### config.mk
export PLATFORM = sky130hd
export DESIGN_NAME = pxr_ext_regs
export DESIGN_NICKNAME = d
export VERILOG_FILES = /design/src/pxr_pkg.sv /design/src/pxr_ext_regs.sv /design/src/pxr_latch_bit.sv
export VERILOG_INCLUDE_DIRS = /design/src
export SDC_FILE = /design/constraint.sdc
export NUM_CORES = 1
export LEC_CHECK = 0
export BUFFER_PORTS_ARGS = -buffer_cell sky130_fd_sc_hd__buf_2
export CAP_MARGIN = 20
export CORE_MARGIN = 4
export CORE_UTILIZATION = 50
export DETAILED_ROUTE_END_ITERATION = 8
export MAX_ROUTING_LAYER = met4
export PLACE_DENSITY = 0.77
export SLEW_MARGIN = 20
export SYNTH_ARGS = -nofsm -noshare
export SYNTH_HDL_FRONTEND = slang
export SYNTH_SLANG_ARGS = --single-unit
### constraint.sdc
create_clock -name i_sys_clk -period 3.6 [get_ports i_sys_clk]
set_clock_uncertainty 0.05 [all_clocks]
set_input_delay 0 -clock i_sys_clk [delete_from_list [all_inputs] [get_ports i_sys_clk]]
set_output_delay 0 -clock i_sys_clk [all_outputs]
set_load 0.01 [all_outputs]
### src/pxr_regs.svh
// register offsets, field positions, masks and reset values of the extended bank
`ifndef PXR_REGS_SVH
`define PXR_REGS_SVH

`define PXR_ADDR_W                5
`define PXR_DATA_W                16
`define PXR_CNT_W                 8

`define PXR_ADDR_NEXT_PAGE_TX     5'h07
`define PXR_ADDR_STATUS_SUMMARY   5'h10
`define PXR_ADDR_FALSE_CARRIER    5'h14
`define PXR_ADDR_RX_ERROR         5'h15
`define PXR_ADDR_CODING_CFG       5'h16
`define PXR_ADDR_PHY_CONTROL      5'h19
`define PXR_ADDR_TEN_MEG          5'h1a
`define PXR_ADDR_CABLE_DIAG       5'h1b

`define PXR_MASK_NEXT_PAGE_TX     16'hbfff
`define PXR_MASK_CODING_CFG       16'h1f27
`define PXR_MASK_PHY_CONTROL      16'h097f
`define PXR_MASK_TEN_MEG          16'h01c3
`define PXR_MASK_CABLE_DIAG       16'hff1f

`define PXR_RST_CODING_CFG        16'h0000
`define PXR_RST_PHY_CONTROL       16'h0000
`define PXR_RST_TEN_MEG           16'h0000
`define PXR_RST_CABLE_DIAG        16'h0000

`define PXR_BIT_BIST_START        9
`define PXR_PERM_CTRL_TOP         4'h0

`define PXR_LAT_LINK              0
`define PXR_LAT_JABBER            1
`define PXR_LAT_PAGE_RX           2
`define PXR_LAT_FALSE_CARRIER     3
`define PXR_LAT_RX_ERROR          4
`define PXR_LAT_N                 5
`define PXR_LAT_HIGH_VEC          5'h1e

`endif

### src/pxr_pkg.sv
// types shared by the extended register bank
package pxr_pkg;
  `include "pxr_regs.svh"

  typedef enum logic [0:0] {
    PXR_LATCH_LOW  = 1'b0,
    PXR_LATCH_HIGH = 1'b1
  } pxr_latch_kind_t;

  typedef struct packed {
    logic [`PXR_DATA_W-1:0] next_page_tx;
    logic [`PXR_DATA_W-1:0] coding_cfg;
    logic [`PXR_DATA_W-1:0] phy_ctrl;
    logic [`PXR_DATA_W-1:0] ten_cfg;
    logic [`PXR_DATA_W-1:0] cd_cfg;
    logic                   bist_run;
    logic [`PXR_CNT_W-1:0]  fc_cnt;
    logic [`PXR_CNT_W-1:0]  rx_err_cnt;
    logic                   strap_done;
    logic [`PXR_DATA_W-1:0] rd_data;
    logic                   rd_valid;
  } pxr_state_t;

  typedef struct packed {
    logic val;
  } pxr_latch_state_t;
endpackage : pxr_pkg

### src/pxr_ext_regs.sv
// extended management register bank of the transceiver
// What this block does
// - event field follows event, clears itself
// - writable action bit clears when action done
// - counter ignores writes, clears on read
// - permanent field always reads its default
// - low latch holds zero until read
// - high latch holds one until read
`timescale 1ns/1ps
`include "pxr_regs.svh"
module pxr_ext_regs
  import pxr_pkg::*;
#(
  parameter logic [15:0] P_NP_TX_RESET = 16'h0000
) (
  input  wire logic                   i_sys_clk,
  input  wire logic                   i_rst,
  input  wire logic                   i_clk_en,
  input  wire logic [`PXR_ADDR_W-1:0] i_reg_addr,
  input  wire logic                   i_reg_wr,
  input  wire logic                   i_reg_rd,
  input  wire logic [`PXR_DATA_W-1:0] i_reg_wdata,
  output logic      [`PXR_DATA_W-1:0] o_rd_data,
  output logic                        o_rd_valid,
  input  wire logic                   i_link_up,
  input  wire logic                   i_jabber,
  input  wire logic                   i_page_rx,
  input  wire logic                   i_false_carrier_evt,
  input  wire logic                   i_rx_err_evt,
  input  wire logic                   i_polarity,
  input  wire logic                   i_sig_detect,
  input  wire logic                   i_descr_lock,
  input  wire logic                   i_remote_fault,
  input  wire logic                   i_an_done,
  input  wire logic                   i_loopback,
  input  wire logic                   i_duplex,
  input  wire logic                   i_speed10,
  input  wire logic                   i_pause_sts,
  input  wire logic                   i_bist_done,
  input  wire logic                   i_bist_pass,
  input  wire logic                   i_polarity_10,
  input  wire logic [4:0]             i_strap_phy_addr,
  output logic      [`PXR_DATA_W-1:0] o_next_page_tx,
  output logic      [`PXR_DATA_W-1:0] o_coding_cfg,
  output logic      [`PXR_DATA_W-1:0] o_phy_ctrl,
  output logic      [4:0]             o_phy_addr,
  output logic                        o_bist_start,
  output logic      [`PXR_DATA_W-1:0] o_ten_cfg,
  output logic      [`PXR_DATA_W-1:0] o_cd_cfg
);
  localparam logic [`PXR_LAT_N-1:0] LAT_HIGH = `PXR_LAT_HIGH_VEC;
  localparam logic [`PXR_CNT_W-1:0] CNT_MAX  = '1;

  // reserved next-page bit must stay zero in the reset image
  if ((P_NP_TX_RESET & ~`PXR_MASK_NEXT_PAGE_TX) != 16'h0000) begin : g_bad_reset
    $error("next page reset value sets a reserved bit");
  end

  pxr_state_t s_q;
  pxr_state_t s_d;

  logic                  rd_ok;
  logic                  wr_ok;
  logic                  rd_status;
  logic [`PXR_LAT_N-1:0] lat_cond;
  logic [`PXR_LAT_N-1:0] lat_val;
  logic [`PXR_DATA_W-1:0] status_word;
  logic [`PXR_DATA_W-1:0] ctrl_word;
  logic [`PXR_DATA_W-1:0] ten_word;

  assign rd_ok     = i_reg_rd & i_clk_en;
  assign wr_ok     = i_reg_wr;
  assign rd_status = i_reg_rd && (i_reg_addr == `PXR_ADDR_STATUS_SUMMARY);
  assign lat_cond  = {i_rx_err_evt, i_false_carrier_evt, i_page_rx, i_jabber, i_link_up};

  for (genvar g = 0; g < `PXR_LAT_N; g++) begin : g_lat
    pxr_latch_bit #(
      .KIND (LAT_HIGH[g] ? PXR_LATCH_HIGH : PXR_LATCH_LOW)
    ) u_lat (
      .i_sys_clk  (i_sys_clk),
      .i_rst      (i_rst),
      .i_clk_en   (i_clk_en),
      .i_cond     (lat_cond[g]),
      .i_rd_clear (rd_status),
      .o_val      (lat_val[g])
    );
  end

  // signal detect is live: it rises with the event and drops by itself
  assign status_word = {2'b00,
                        lat_val[`PXR_LAT_RX_ERROR],
                        i_polarity,
                        lat_val[`PXR_LAT_FALSE_CARRIER],
                        i_sig_detect,
                        i_descr_lock,
                        lat_val[`PXR_LAT_PAGE_RX],
                        1'b0,
                        i_remote_fault,
                        lat_val[`PXR_LAT_JABBER],
                        i_an_done,
                        i_loopback,
                        i_duplex,
                        i_speed10,
                        lat_val[`PXR_LAT_LINK]};

  assign ctrl_word = {`PXR_PERM_CTRL_TOP,
                      s_q.phy_ctrl[11],
                      i_bist_pass,
                      s_q.bist_run,
                      s_q.phy_ctrl[8],
                      i_pause_sts,
                      s_q.phy_ctrl[6:0]};

  assign ten_word = {s_q.ten_cfg[15:5], i_polarity_10, s_q.ten_cfg[3:0]};

  always_comb begin
    s_d          = s_q;
    s_d.rd_valid = rd_ok;

    // writes land through a mask so fixed and reserved bits never change
    if (wr_ok) begin
      unique case (i_reg_addr)
        `PXR_ADDR_NEXT_PAGE_TX: begin
          s_d.next_page_tx = i_reg_wdata & `PXR_MASK_NEXT_PAGE_TX;
        end
        `PXR_ADDR_CODING_CFG: begin
          s_d.coding_cfg = i_reg_wdata & `PXR_MASK_CODING_CFG;
        end
        `PXR_ADDR_PHY_CONTROL: begin
          s_d.phy_ctrl = i_reg_wdata & `PXR_MASK_PHY_CONTROL;
          if (i_reg_wdata[`PXR_BIT_BIST_START]) begin
            s_d.bist_run = 1'b1;
          end
        end
        `PXR_ADDR_TEN_MEG: begin
          s_d.ten_cfg = i_reg_wdata & `PXR_MASK_TEN_MEG;
        end
        `PXR_ADDR_CABLE_DIAG: begin
          s_d.cd_cfg = i_reg_wdata & `PXR_MASK_CABLE_DIAG;
        end
        default: begin
          // counters and reserved space swallow writes
          s_d.rd_valid = rd_ok;
        end
      endcase
    end

    // completion clears the start bit; a new start in the same cycle wins
    if (s_q.bist_run && i_bist_done && !(wr_ok && (i_reg_addr == `PXR_ADDR_PHY_CONTROL)
        && i_reg_wdata[`PXR_BIT_BIST_START])) begin
      s_d.bist_run = 1'b0;
    end

    // counters saturate; an event in the read cycle is counted afresh
    if (i_reg_rd && (i_reg_addr == `PXR_ADDR_FALSE_CARRIER)) begin
      s_d.fc_cnt = {{(`PXR_CNT_W-1){1'b0}}, i_false_carrier_evt};
    end else if (i_false_carrier_evt && (s_q.fc_cnt != CNT_MAX)) begin
      s_d.fc_cnt = s_q.fc_cnt + 1'b1;
    end
    if (i_reg_rd && (i_reg_addr == `PXR_ADDR_RX_ERROR)) begin
      s_d.rx_err_cnt = {{(`PXR_CNT_W-1){1'b0}}, i_rx_err_evt};
    end else if (i_rx_err_evt && (s_q.rx_err_cnt != CNT_MAX)) begin
      s_d.rx_err_cnt = s_q.rx_err_cnt + 1'b1;
    end

    // strap is caught once, on the first enabled cycle after reset
    if (!s_q.strap_done) begin
      s_d.phy_ctrl[4:0] = i_strap_phy_addr;
      s_d.strap_done    = 1'b1;
    end

    if (i_reg_rd) begin
      unique case (i_reg_addr)
        `PXR_ADDR_NEXT_PAGE_TX:   s_d.rd_data = s_q.next_page_tx;
        `PXR_ADDR_STATUS_SUMMARY: s_d.rd_data = status_word;
        `PXR_ADDR_FALSE_CARRIER:  s_d.rd_data = {8'h00, s_q.fc_cnt};
        `PXR_ADDR_RX_ERROR:       s_d.rd_data = {8'h00, s_q.rx_err_cnt};
        `PXR_ADDR_CODING_CFG:     s_d.rd_data = s_q.coding_cfg;
        `PXR_ADDR_PHY_CONTROL:    s_d.rd_data = ctrl_word;
        `PXR_ADDR_TEN_MEG:        s_d.rd_data = ten_word;
        `PXR_ADDR_CABLE_DIAG:     s_d.rd_data = s_q.cd_cfg;
        default:                  s_d.rd_data = 16'h0000;
      endcase
    end
  end

  always_ff @(posedge i_sys_clk) begin
    if (i_rst) begin
      s_q              <= '0;
      s_q.next_page_tx <= P_NP_TX_RESET;
      s_q.coding_cfg   <= `PXR_RST_CODING_CFG;
      s_q.phy_ctrl     <= `PXR_RST_PHY_CONTROL;
      s_q.ten_cfg      <= `PXR_RST_TEN_MEG;
      s_q.cd_cfg       <= `PXR_RST_CABLE_DIAG;
    end else if (i_clk_en) begin
      s_q <= s_d;
    end
  end

  assign o_rd_data      = s_q.rd_data;
  assign o_rd_valid     = s_q.rd_valid & i_clk_en;
  assign o_next_page_tx = s_q.next_page_tx;
  assign o_coding_cfg   = s_q.coding_cfg;
  assign o_phy_ctrl     = s_q.phy_ctrl;
  assign o_phy_addr     = s_q.phy_ctrl[4:0];
  assign o_bist_start   = s_q.bist_run;
  assign o_ten_cfg      = s_q.ten_cfg;
  assign o_cd_cfg       = s_q.cd_cfg;
endmodule : pxr_ext_regs

### src/pxr_latch_bit.sv
// one status bit latched until a management read
`timescale 1ns/1ps
module pxr_latch_bit
  import pxr_pkg::*;
#(
  parameter pxr_latch_kind_t KIND = PXR_LATCH_HIGH
) (
  input  wire logic i_sys_clk,
  input  wire logic i_rst,
  input  wire logic i_clk_en,
  input  wire logic i_cond,
  input  wire logic i_rd_clear,
  output logic      o_val
);
  pxr_latch_state_t s_q;
  pxr_latch_state_t s_d;

  // the event beats a read in the same cycle, so nothing is lost
  always_comb begin
    s_d = s_q;
    if (KIND == PXR_LATCH_HIGH) begin
      if (i_cond) begin
        s_d.val = 1'b1;
      end else if (i_rd_clear) begin
        s_d.val = 1'b0;
      end
    end else begin
      if (!i_cond) begin
        s_d.val = 1'b0;
      end else if (i_rd_clear) begin
        s_d.val = 1'b1;
      end
    end
  end

  always_ff @(posedge i_sys_clk) begin
    if (i_rst) begin
      s_q <= '0;
    end else if (i_clk_en) begin
      s_q <= s_d;
    end
  end

  assign o_val = s_q.val;
endmodule : pxr_latch_bit

# Word-level counts from Yosys, hierarchy flattened
# Cells that the tools add are included.
dict set report op_classes {
  n_addsub 2
  mul 0
  n_div 0
  n_lt_le_gt_ge 0
  n_eq_ne 13
  shift 0
  muxes 20
  n_bitwise 2
  reduce_logical 34
}
# cell n
set ops {}
lappend ops {{one-hot mux 16 bit (8 select lines)} 1}
lappend ops {{two-way mux 38 bit} 1}
lappend ops {{equality test 5 bit, second input constant} 7}
lappend ops {{two-way mux 8 bit} 4}
lappend ops {{AND reduction 3 bit} 6}
lappend ops {{nonzero test 2 bit} 9}
lappend ops {{adder 8 x 1 -> 8 bit, second input constant} 2}
lappend ops {{two-way mux 16 bit} 1}
lappend ops {{!= test 8 bit, second input constant} 2}
lappend ops {{AND reduction 2 bit} 8}
lappend ops {{two-way mux 1 bit} 10}
lappend ops {{two-way mux 5 bit} 2}
lappend ops {{logical AND 1 bit} 9}
lappend ops {{two-way mux 9 bit} 1}
lappend ops {{equality test 5 x 3 -> 1 bit, second input constant} 1}
lappend ops {{!= test 2 x 1 -> 1 bit, second input constant} 2}
lappend ops {{AND reduction 4 bit} 1}
lappend ops {{bitwise AND 1 bit} 2}
lappend ops {{!= test 2 bit, second input constant} 1}
lappend ops {{logical NOT 1 bit} 1}
dict set report totals {
  reg_bits 91
  latch_bits 0
  mem_bits_rw 0
  romBits 0
  n_memories 0
}

# Longest topological paths before layout
# Gate-level depths: netlist (run 1).
dict set report logic_depth {
  depth_word 7
  ltp_mapped 9
  ltp_nobuf 6
}

# Hierarchy
# From an unflattened synthesis (run 1), not the netlist that was laid out.
dict set report hier_totals {
  hier_cells 634
  area_unflattened_um2 5198.7
}
# mod instances cells_per_inst area_per_inst_um2 seq_area_each_um2
set by_module_without_submodules {}
lappend by_module_without_submodules {pxr_ext_regs 1 614 4979.8 1721.7}
lappend by_module_without_submodules {{pxr_latch_bit (g_lat[1].u_lat ...)} 4 4 42.5 20.0}
lappend by_module_without_submodules {{pxr_latch_bit (g_lat[0].u_lat)} 1 4 48.8 20.0}

# Worst setup path before layout (run 1)
# Ideal clock, no wire load.
dict set report synth_timing {
  path_type {reg2reg}
  startpoint {reg s_q[26] in the netlist's numbering}
  endpoint {reg s_q[29] in the netlist's numbering}
  setup_time_ns 0.070
  arrival_time_ns 1.464
  required_ns 3.480
  path_slack_ns 2.017
  stages_incl_launch_ff 7
  synth_period_minus_slack_ns 1.583
  cell_sequence {dfxtp_1 > ha_1 > nand3_1 > o21bai_1 > and2_4 > or3_1 > a21oi_1}
}
dict set report synth_via {
  elab_chain_cells 4
  word_cells_on_any_way 7
  classes_between {add/sub (1); eq/ne (1); mux (2); reduce/logical (3)}
}
# item line_no
set synth_lines {}
lappend synth_lines {{start, declared} pxr_ext_regs.sv:59} ;# pxr_state_t s_q;
lappend synth_lines {{parallel branches: the longest is 4 deep, another holds adder 8 x 1 -> 8 bit} -}
# Parallel ways; which one is timed is not known. The select of a mux whose other input is x is not followed.
# A chain may end at the register's enable or synchronous reset.

# Worst setup path in the final report (run 1)
dict set report layout_timing {
  startpoint {reg s_q[17] in the netlist's numbering}
  endpoint {reg s_q (netlist bit o_phy_ctrl[1])}
}
dict set report layout_via {
  elab_chain_cells 2
  word_cells_on_any_way 4
  classes_between {eq/ne (2); mux (1); reduce/logical (1)}
}
# item
set layout_lines {}
lappend layout_lines {{!= test 2 x 1 -> 1 bit (no line) / != test 2 bit (equally long branches)}}
lappend layout_lines {{AND reduction 3 bit (no line)}}
# Several ways; a longest one is shown, not always the timed one.

==> flow_metrics.tcl, run 1 <==
set metrics [dict create \
    fp.dieW_um 109 \
    power_switching_mw 0.536 \
    cp_max_fo 10 \
    path_cells "inv_1 -> a31oi_1 -> nor2b_1 -> nor2_1 -> a311oi_1 -> dlygate4sd3_1" \
    synth_flop_cell "dfxtp_1" \
    initialDrtViolationCount 510 \
    clk_path_buf_depth 2 \
    fillCellCount 853 \
    routabilityCongestion 0.892 \
    drive_above_1_share_pct 24.9 \
    ys_top_cells_by_area "dfxtp_1 (36%), buf_4 (16%), nand2_1 (5.8%)" \
    relSlewSlack_pct 38.7 \
    timing.rr.end "o_phy_ctrl[1]" \
    whs_ns 0.0453 \
    worst_slack_ns 1.32 \
    p_int_mw 1.37 \
    mostFrequentLayoutCells "buf_2 (121), dfxtp_1 (91), nand2_1 (78)" \
    num-nets-final 717 \
    wl_per_cell_um 17.7 \
    slew_viol_final 0 \
    core-area_um2 9860 \
    critPathBufInv 2 \
    crit_required_ns 3.86 \
    min_period_over_period_pct 63.4 \
    grt_pass1_wl_um 21600 \
    powerDensity_nw_per_um2 344 \
    path_depth 6 \
    fin_crit_ns 2.28 \
    synth_cells 605 \
    max_stage_delay_ns 0.60 \
    postLayoutCoreUtil_pct 56.3 \
    root_buffer "clkbuf_8" \
    fin_tns_setup_ns 0 \
    grt.total_usage_pct 24.1 \
    status "completed" \
    ios 151 \
    grt_pass1_vias 4272 \
    path_clk_slew_ns 0.09 \
    antenna_found_initial 0 \
    finalHoldViolations 0 \
    die_area_um2 11900 \
    arrival_ns 2.55 \
    worst_setup_path_start_kind "register" \
    max_freq_mhz 438 \
    setup_violations 0 \
    async_flop_share_pct 0 \
    clkLatencyLatePin_ns 0.37 \
    viasPerCell 5.56 \
    yosysTopAreaCell "dfxtp_1" \
    first_pass_iters 5 \
    syn_area_um2 5090 \
    switching_share_pct 28.0 \
    final_common_cell "buf_2" \
    crit_start "s_q[17]" \
    synth.avg_cell_area_um2 8.41 \
    rows 36 \
    cp_slowest_cell "dlygate4sd3_1" \
    setup.worst_path.end "o_phy_ctrl[1]" \
    synth_edf_count 0 \
    cts_tree "yes" \
    vdd.ir_drop.worst_v 0.000196 \
    portBuffers 121 \
    r2r_slack_ns 1.32 \
    areaGrowthSynthToFinish_pct 9.15 \
    cp-end-kind "register" \
    final_antenna_net_count 0 \
    hp-class "in -> reg" \
    die_y_um 109 \
    tightest_slew_ns 0.913 \
    rsz0062_at_grt "false" \
    setup.worst_path.class "reg -> reg" \
    synth_top_area_share_pct 35.8 \
    cp_top_family "buffers and inverters" \
    grt_overflow 0 \
    drv_cap 0 \
    clkPwrFrac_pct 33.4 \
    drt-total-wl_um 14300 \
    cts-htree-levels 3 \
    reg2reg_depth 6 \
    n_antenna_cell 0 \
    initial_utilization_pct 51.6 \
    yosysUniqueCellTypes 59 \
    yosysWarnings 0 \
    post_cts_resize_count 0 \
    total_leakage_power_nw 2.32 \
    ys_ff_latch 91 \
    yosysSeqAreaShare_pct 35.8 \
    numCtsBuffers 9 \
    drc 0 \
    power_frac_seq_pct 54.5 \
    via_count 4476 \
    combPwrFrac_pct 12.1 \
    dp_hpwl_um 9990 \
    dp_slack_ns 1.30 \
    grt_max_degree 48 \
    regToRegStartpoint "s_q[17]" \
    clock_sinks 91 \
]
-- power by group through the flow --
stage | clock, mW | sequential (mW) | combinational (mW)
2_1_floorplan | 0 | 1.06 | 0.168
3_3_place_gp | 0 | 1.06 | 0.190
3_5_place_dp | 0 | 1.06 | 0.195
4_1_cts | 0.648 | 1.04 | 0.226
5_1_grt | 0.686 | 1.04 | 0.250
6_report | 0.639 | 1.04 | 0.231
-- worst min-delay path, delay by kind of cell --
family                 cells  cell delay, ns
AOI/OAI and AO/OA          2            0.32
buffers and inverters      1            0.09
-- what timing repair did --
action / in CTS / in global routing
buffers inserted: 0 / 0
hold buffers: 38 / 0
hold endpoints to repair: 65 / 0
endpoints found under the setup margin: 0 / 0
-- synth_stat cells (9+ instances only) --
master,number
nor2_1,59
a21oi_2,10
and3_1,9
a221oi_1,11
clkbuf_1,13
dfxtp_1,91
nand2_1,78
mux2i_1,28
nand2_2,10
a21oi_1,33
buf_4,106
a22oi_1,15
nand3_1,20
buf_2,13
-- cell type report --
type                            instances  area [µm²]  share of cell area [%]
Inverter                                3        11.3                   0.203
Sequential cell                        91        1820                    32.8
Timing Repair Buffer                  162        1010                    18.2
Tap cell                              133         166                    3.00
Multi-Input combinational cell        400        2370                    42.7
Clock buffer                           10         128                    2.30
Clock inverter                          6        47.5                   0.856
-- metal layers --
layer	track usage, %	wire [µm]	vias to the layer above
met1	28.5	5830	2115
li1	-	-	2111
met2	40.4	6910	220
met4	7.48	278	0
met5	-	0	-
met3	6.04	1270	30
-- worst min-delay path by stage --
stage	from	end	slack, ns	cells after the start
CTS	i_duplex	o_rd_data[2]	0.04	3
global route	i_rst	o_ten_cfg[0]	0.08	2
floorplan	i_reg_wdata[0]	o_next_page_tx[0]	0.08	2
detailed placement	i_reg_wdata[14]	o_cd_cfg[14]	0.20	3
global placement	i_reg_wdata[14]	o_cd_cfg[14]	0.20	3
finish	i_duplex	o_rd_data[2]	0.05	3
-- state kept, by name, indices dropped and copies added, names as in the netlist --
name	count
o_rd_data	16
s_q	18
o_coding_cfg	9
o_next_page_tx	15
o_cd_cfg	13
o_phy_ctrl	9
o_ten_cfg	5
o_bist_start	1
g_lat.u_lat.o_val	5
-- logic make-up (layout without fill, tap and decap cells) --
group                    Yosys count  after routing  synth area share (%)
AND/OR/NAND/NOR                  220            220                  20.9
buffers and inverters            142            181                  19.7
AO/OA/AOI/OAI                    117            117                  16.8
flip-flops                        91             91                  35.8
multiplexers                      28             28                  5.51
XOR/XNOR                           4              4                 0.689
adder cells (fa/ha/maj)            2              2                 0.492
other                              1             29                0.0737
-- stage by stage --
step	power [mW]	std cells	cell area, µm²
2_1_floorplan	1.23	633	5190
3_3_place_gp	1.25	751	5000
3_5_place_dp	1.26	751	5000
4_1_cts	1.91	805	5550
5_1_grt	1.98	805	5550
6_report	1.91	805	5550
Power figures use the tool's default switching activity.
==> inputs of run 2 (changes only) <==
- clock period: 3.6 -> 2.2 ns (I/O delays scaled with it)
==> flow_metrics.tcl, run 2 (same netlist as run 1, synthesis figures left out) <==
set metrics [dict create \
    setup_violations 0 \
    final_design_area_no_fill_um2 5670 \
    place_area_um2 5070 \
    path_clk_slew_ns 0.10 \
    min_period_over_period_pct 93.6 \
    min_path_cells 4 \
    first_pass_iters 6 \
    wl_per_cell_um 17.7 \
    n_antenna_cell 0 \
    initialDrtViolationCount 428 \
    rsz0062_at_grt "false" \
    largest_reg_flops 18 \
    fp.dieW_um 109 \
    relSlewSlack_pct 57.0 \
    drive_above_1_share_pct 25.8 \
    top_register "s_q" \
    worst_setup_path_start_kind "register" \
    final_common_cell "buf_2" \
    viasPerCell 5.62 \
    routabilityCongestion 0.903 \
    drv_cap 0 \
    antenna_found_initial 0 \
    grt_pass1_vias 4279 \
    post-cts-setup-buffers 0 \
    fin_tns_setup_ns 0 \
    numCtsBuffers 9 \
    finalPower_mw 3.26 \
    clkLatencyLatePin_ns 0.37 \
    mostFrequentLayoutCells "buf_2 (121), dfxtp_1 (91), nand2_1 (78)" \
    reg2reg_depth 6 \
    drt-total-wl_um 14400 \
    rows 36 \
    max_stage_delay_ns 0.58 \
    grt_pass1_wl_um 22600 \
    grt_overflow 0 \
    die_y_um 109 \
    crit_required_ns 2.47 \
    clk_path_buf_depth 2 \
    slew_viol_final 0 \
    max_freq_mhz 486 \
    root_buffer "clkbuf_8" \
    drc 0 \
    setup.worst_path.class "reg -> reg" \
    vdd.ir_drop.worst_v 0.000379 \
    cp-end-kind "register" \
    via_count 4573 \
    status "completed" \
    cts_tree "yes" \
    tightest_slew_ns 0.639 \
    fin_crit_ns 2.06 \
    total_leakage_power_nw 2.39 \
    clock_sinks 91 \
    arrival_ns 2.33 \
    powerDensity_nw_per_um2 575 \
    cp_slowest_cell "dlygate4sd3_1" \
    final_antenna_net_count 0 \
    num-nets-final 726 \
    grt_max_degree 30 \
    hp-class "in -> reg" \
    core-area_um2 9860 \
    cp_max_fo 10 \
    path_cells "inv_1 -> a31oi_1 -> nor2b_2 -> nor2_1 -> a311oi_1 -> dlygate4sd3_1" \
    ios 151 \
    die_area_um2 11900 \
    grt.total_usage_pct 25.2 \
    areaGrowthSynthToFinish_pct 11.4 \
    finalHoldViolations 0 \
    cts-htree-levels 3 \
    portBuffers 121 \
    initial_utilization_pct 51.6 \
    dp_hpwl_um 10400 \
]
run 2: layout make-up:
| cell class | count | area (µm²) |
|---|---|---|
| fill | 883 | 4200 |
| inverter | 3 | 11.3 |
| tap | 133 | 166 |
| clock buffer | 10 | 128 |
| sequential | 91 | 1820 |
| timing repair buffer | 171 | 1090 |
| multi-input combinational | 400 | 2370 |
| clock inverter | 6 | 75.1 |
run 2: worst paths after layout:
kind,slack (ns),to,start
min,0.02,o_rd_data[1],i_speed10
max reg2reg,0.14,o_phy_ctrl[0],s_q[17]
min reg2reg,0.41,o_rd_data[14],o_rd_data[14]
max,0.14,o_phy_ctrl[0],s_q[17]
run 2: through the flow:
stage,hold slack (ns),setup slack (ns),util [%],instances
after floorplan,0.0769,0.617,-,633
after global placement,0.204,0.332,51.4,759
after detailed placement,0.212,0.308,51.4,759
after CTS,0.0181,0.0245,57.4,814
after global routing,0.0329,0.0373,57.4,814
final,0.0155,0.141,57.4,814
run 2: timing repair:
action / CTS / global route
hold buffers: 39 / 0
hold endpoints to repair: 64 / 0
resized for setup: 0 / 1
endpoints found under the setup margin: 0 / 5
run 2: metal layers:
metal	track usage, %	share of wire, %	vias up
li1	-	-	2123
met1	32.4	41	2183
met2	40.7	49	247
met3	5.03	9.1	20
met4	6.13	1.3	0
met5	-	0	-
run 2: power by group:
group	switching [mW]	total [mW]	leakage (nW)	internal, mW
Combinational	0.227	0.387	1.55	0.161
Clock	0.630	1.17	0.0986	0.539
Sequential	0.0278	1.70	0.737	1.68
Total	0.885	3.26	2.39	2.38
run 2: worst max-delay path, delay by kind of cell (launching register included):
family          cells  cell delay (ns)
buf+inv             2             0.79
flops               1             0.39
compound gates      2             0.36
simple gates        2             0.43
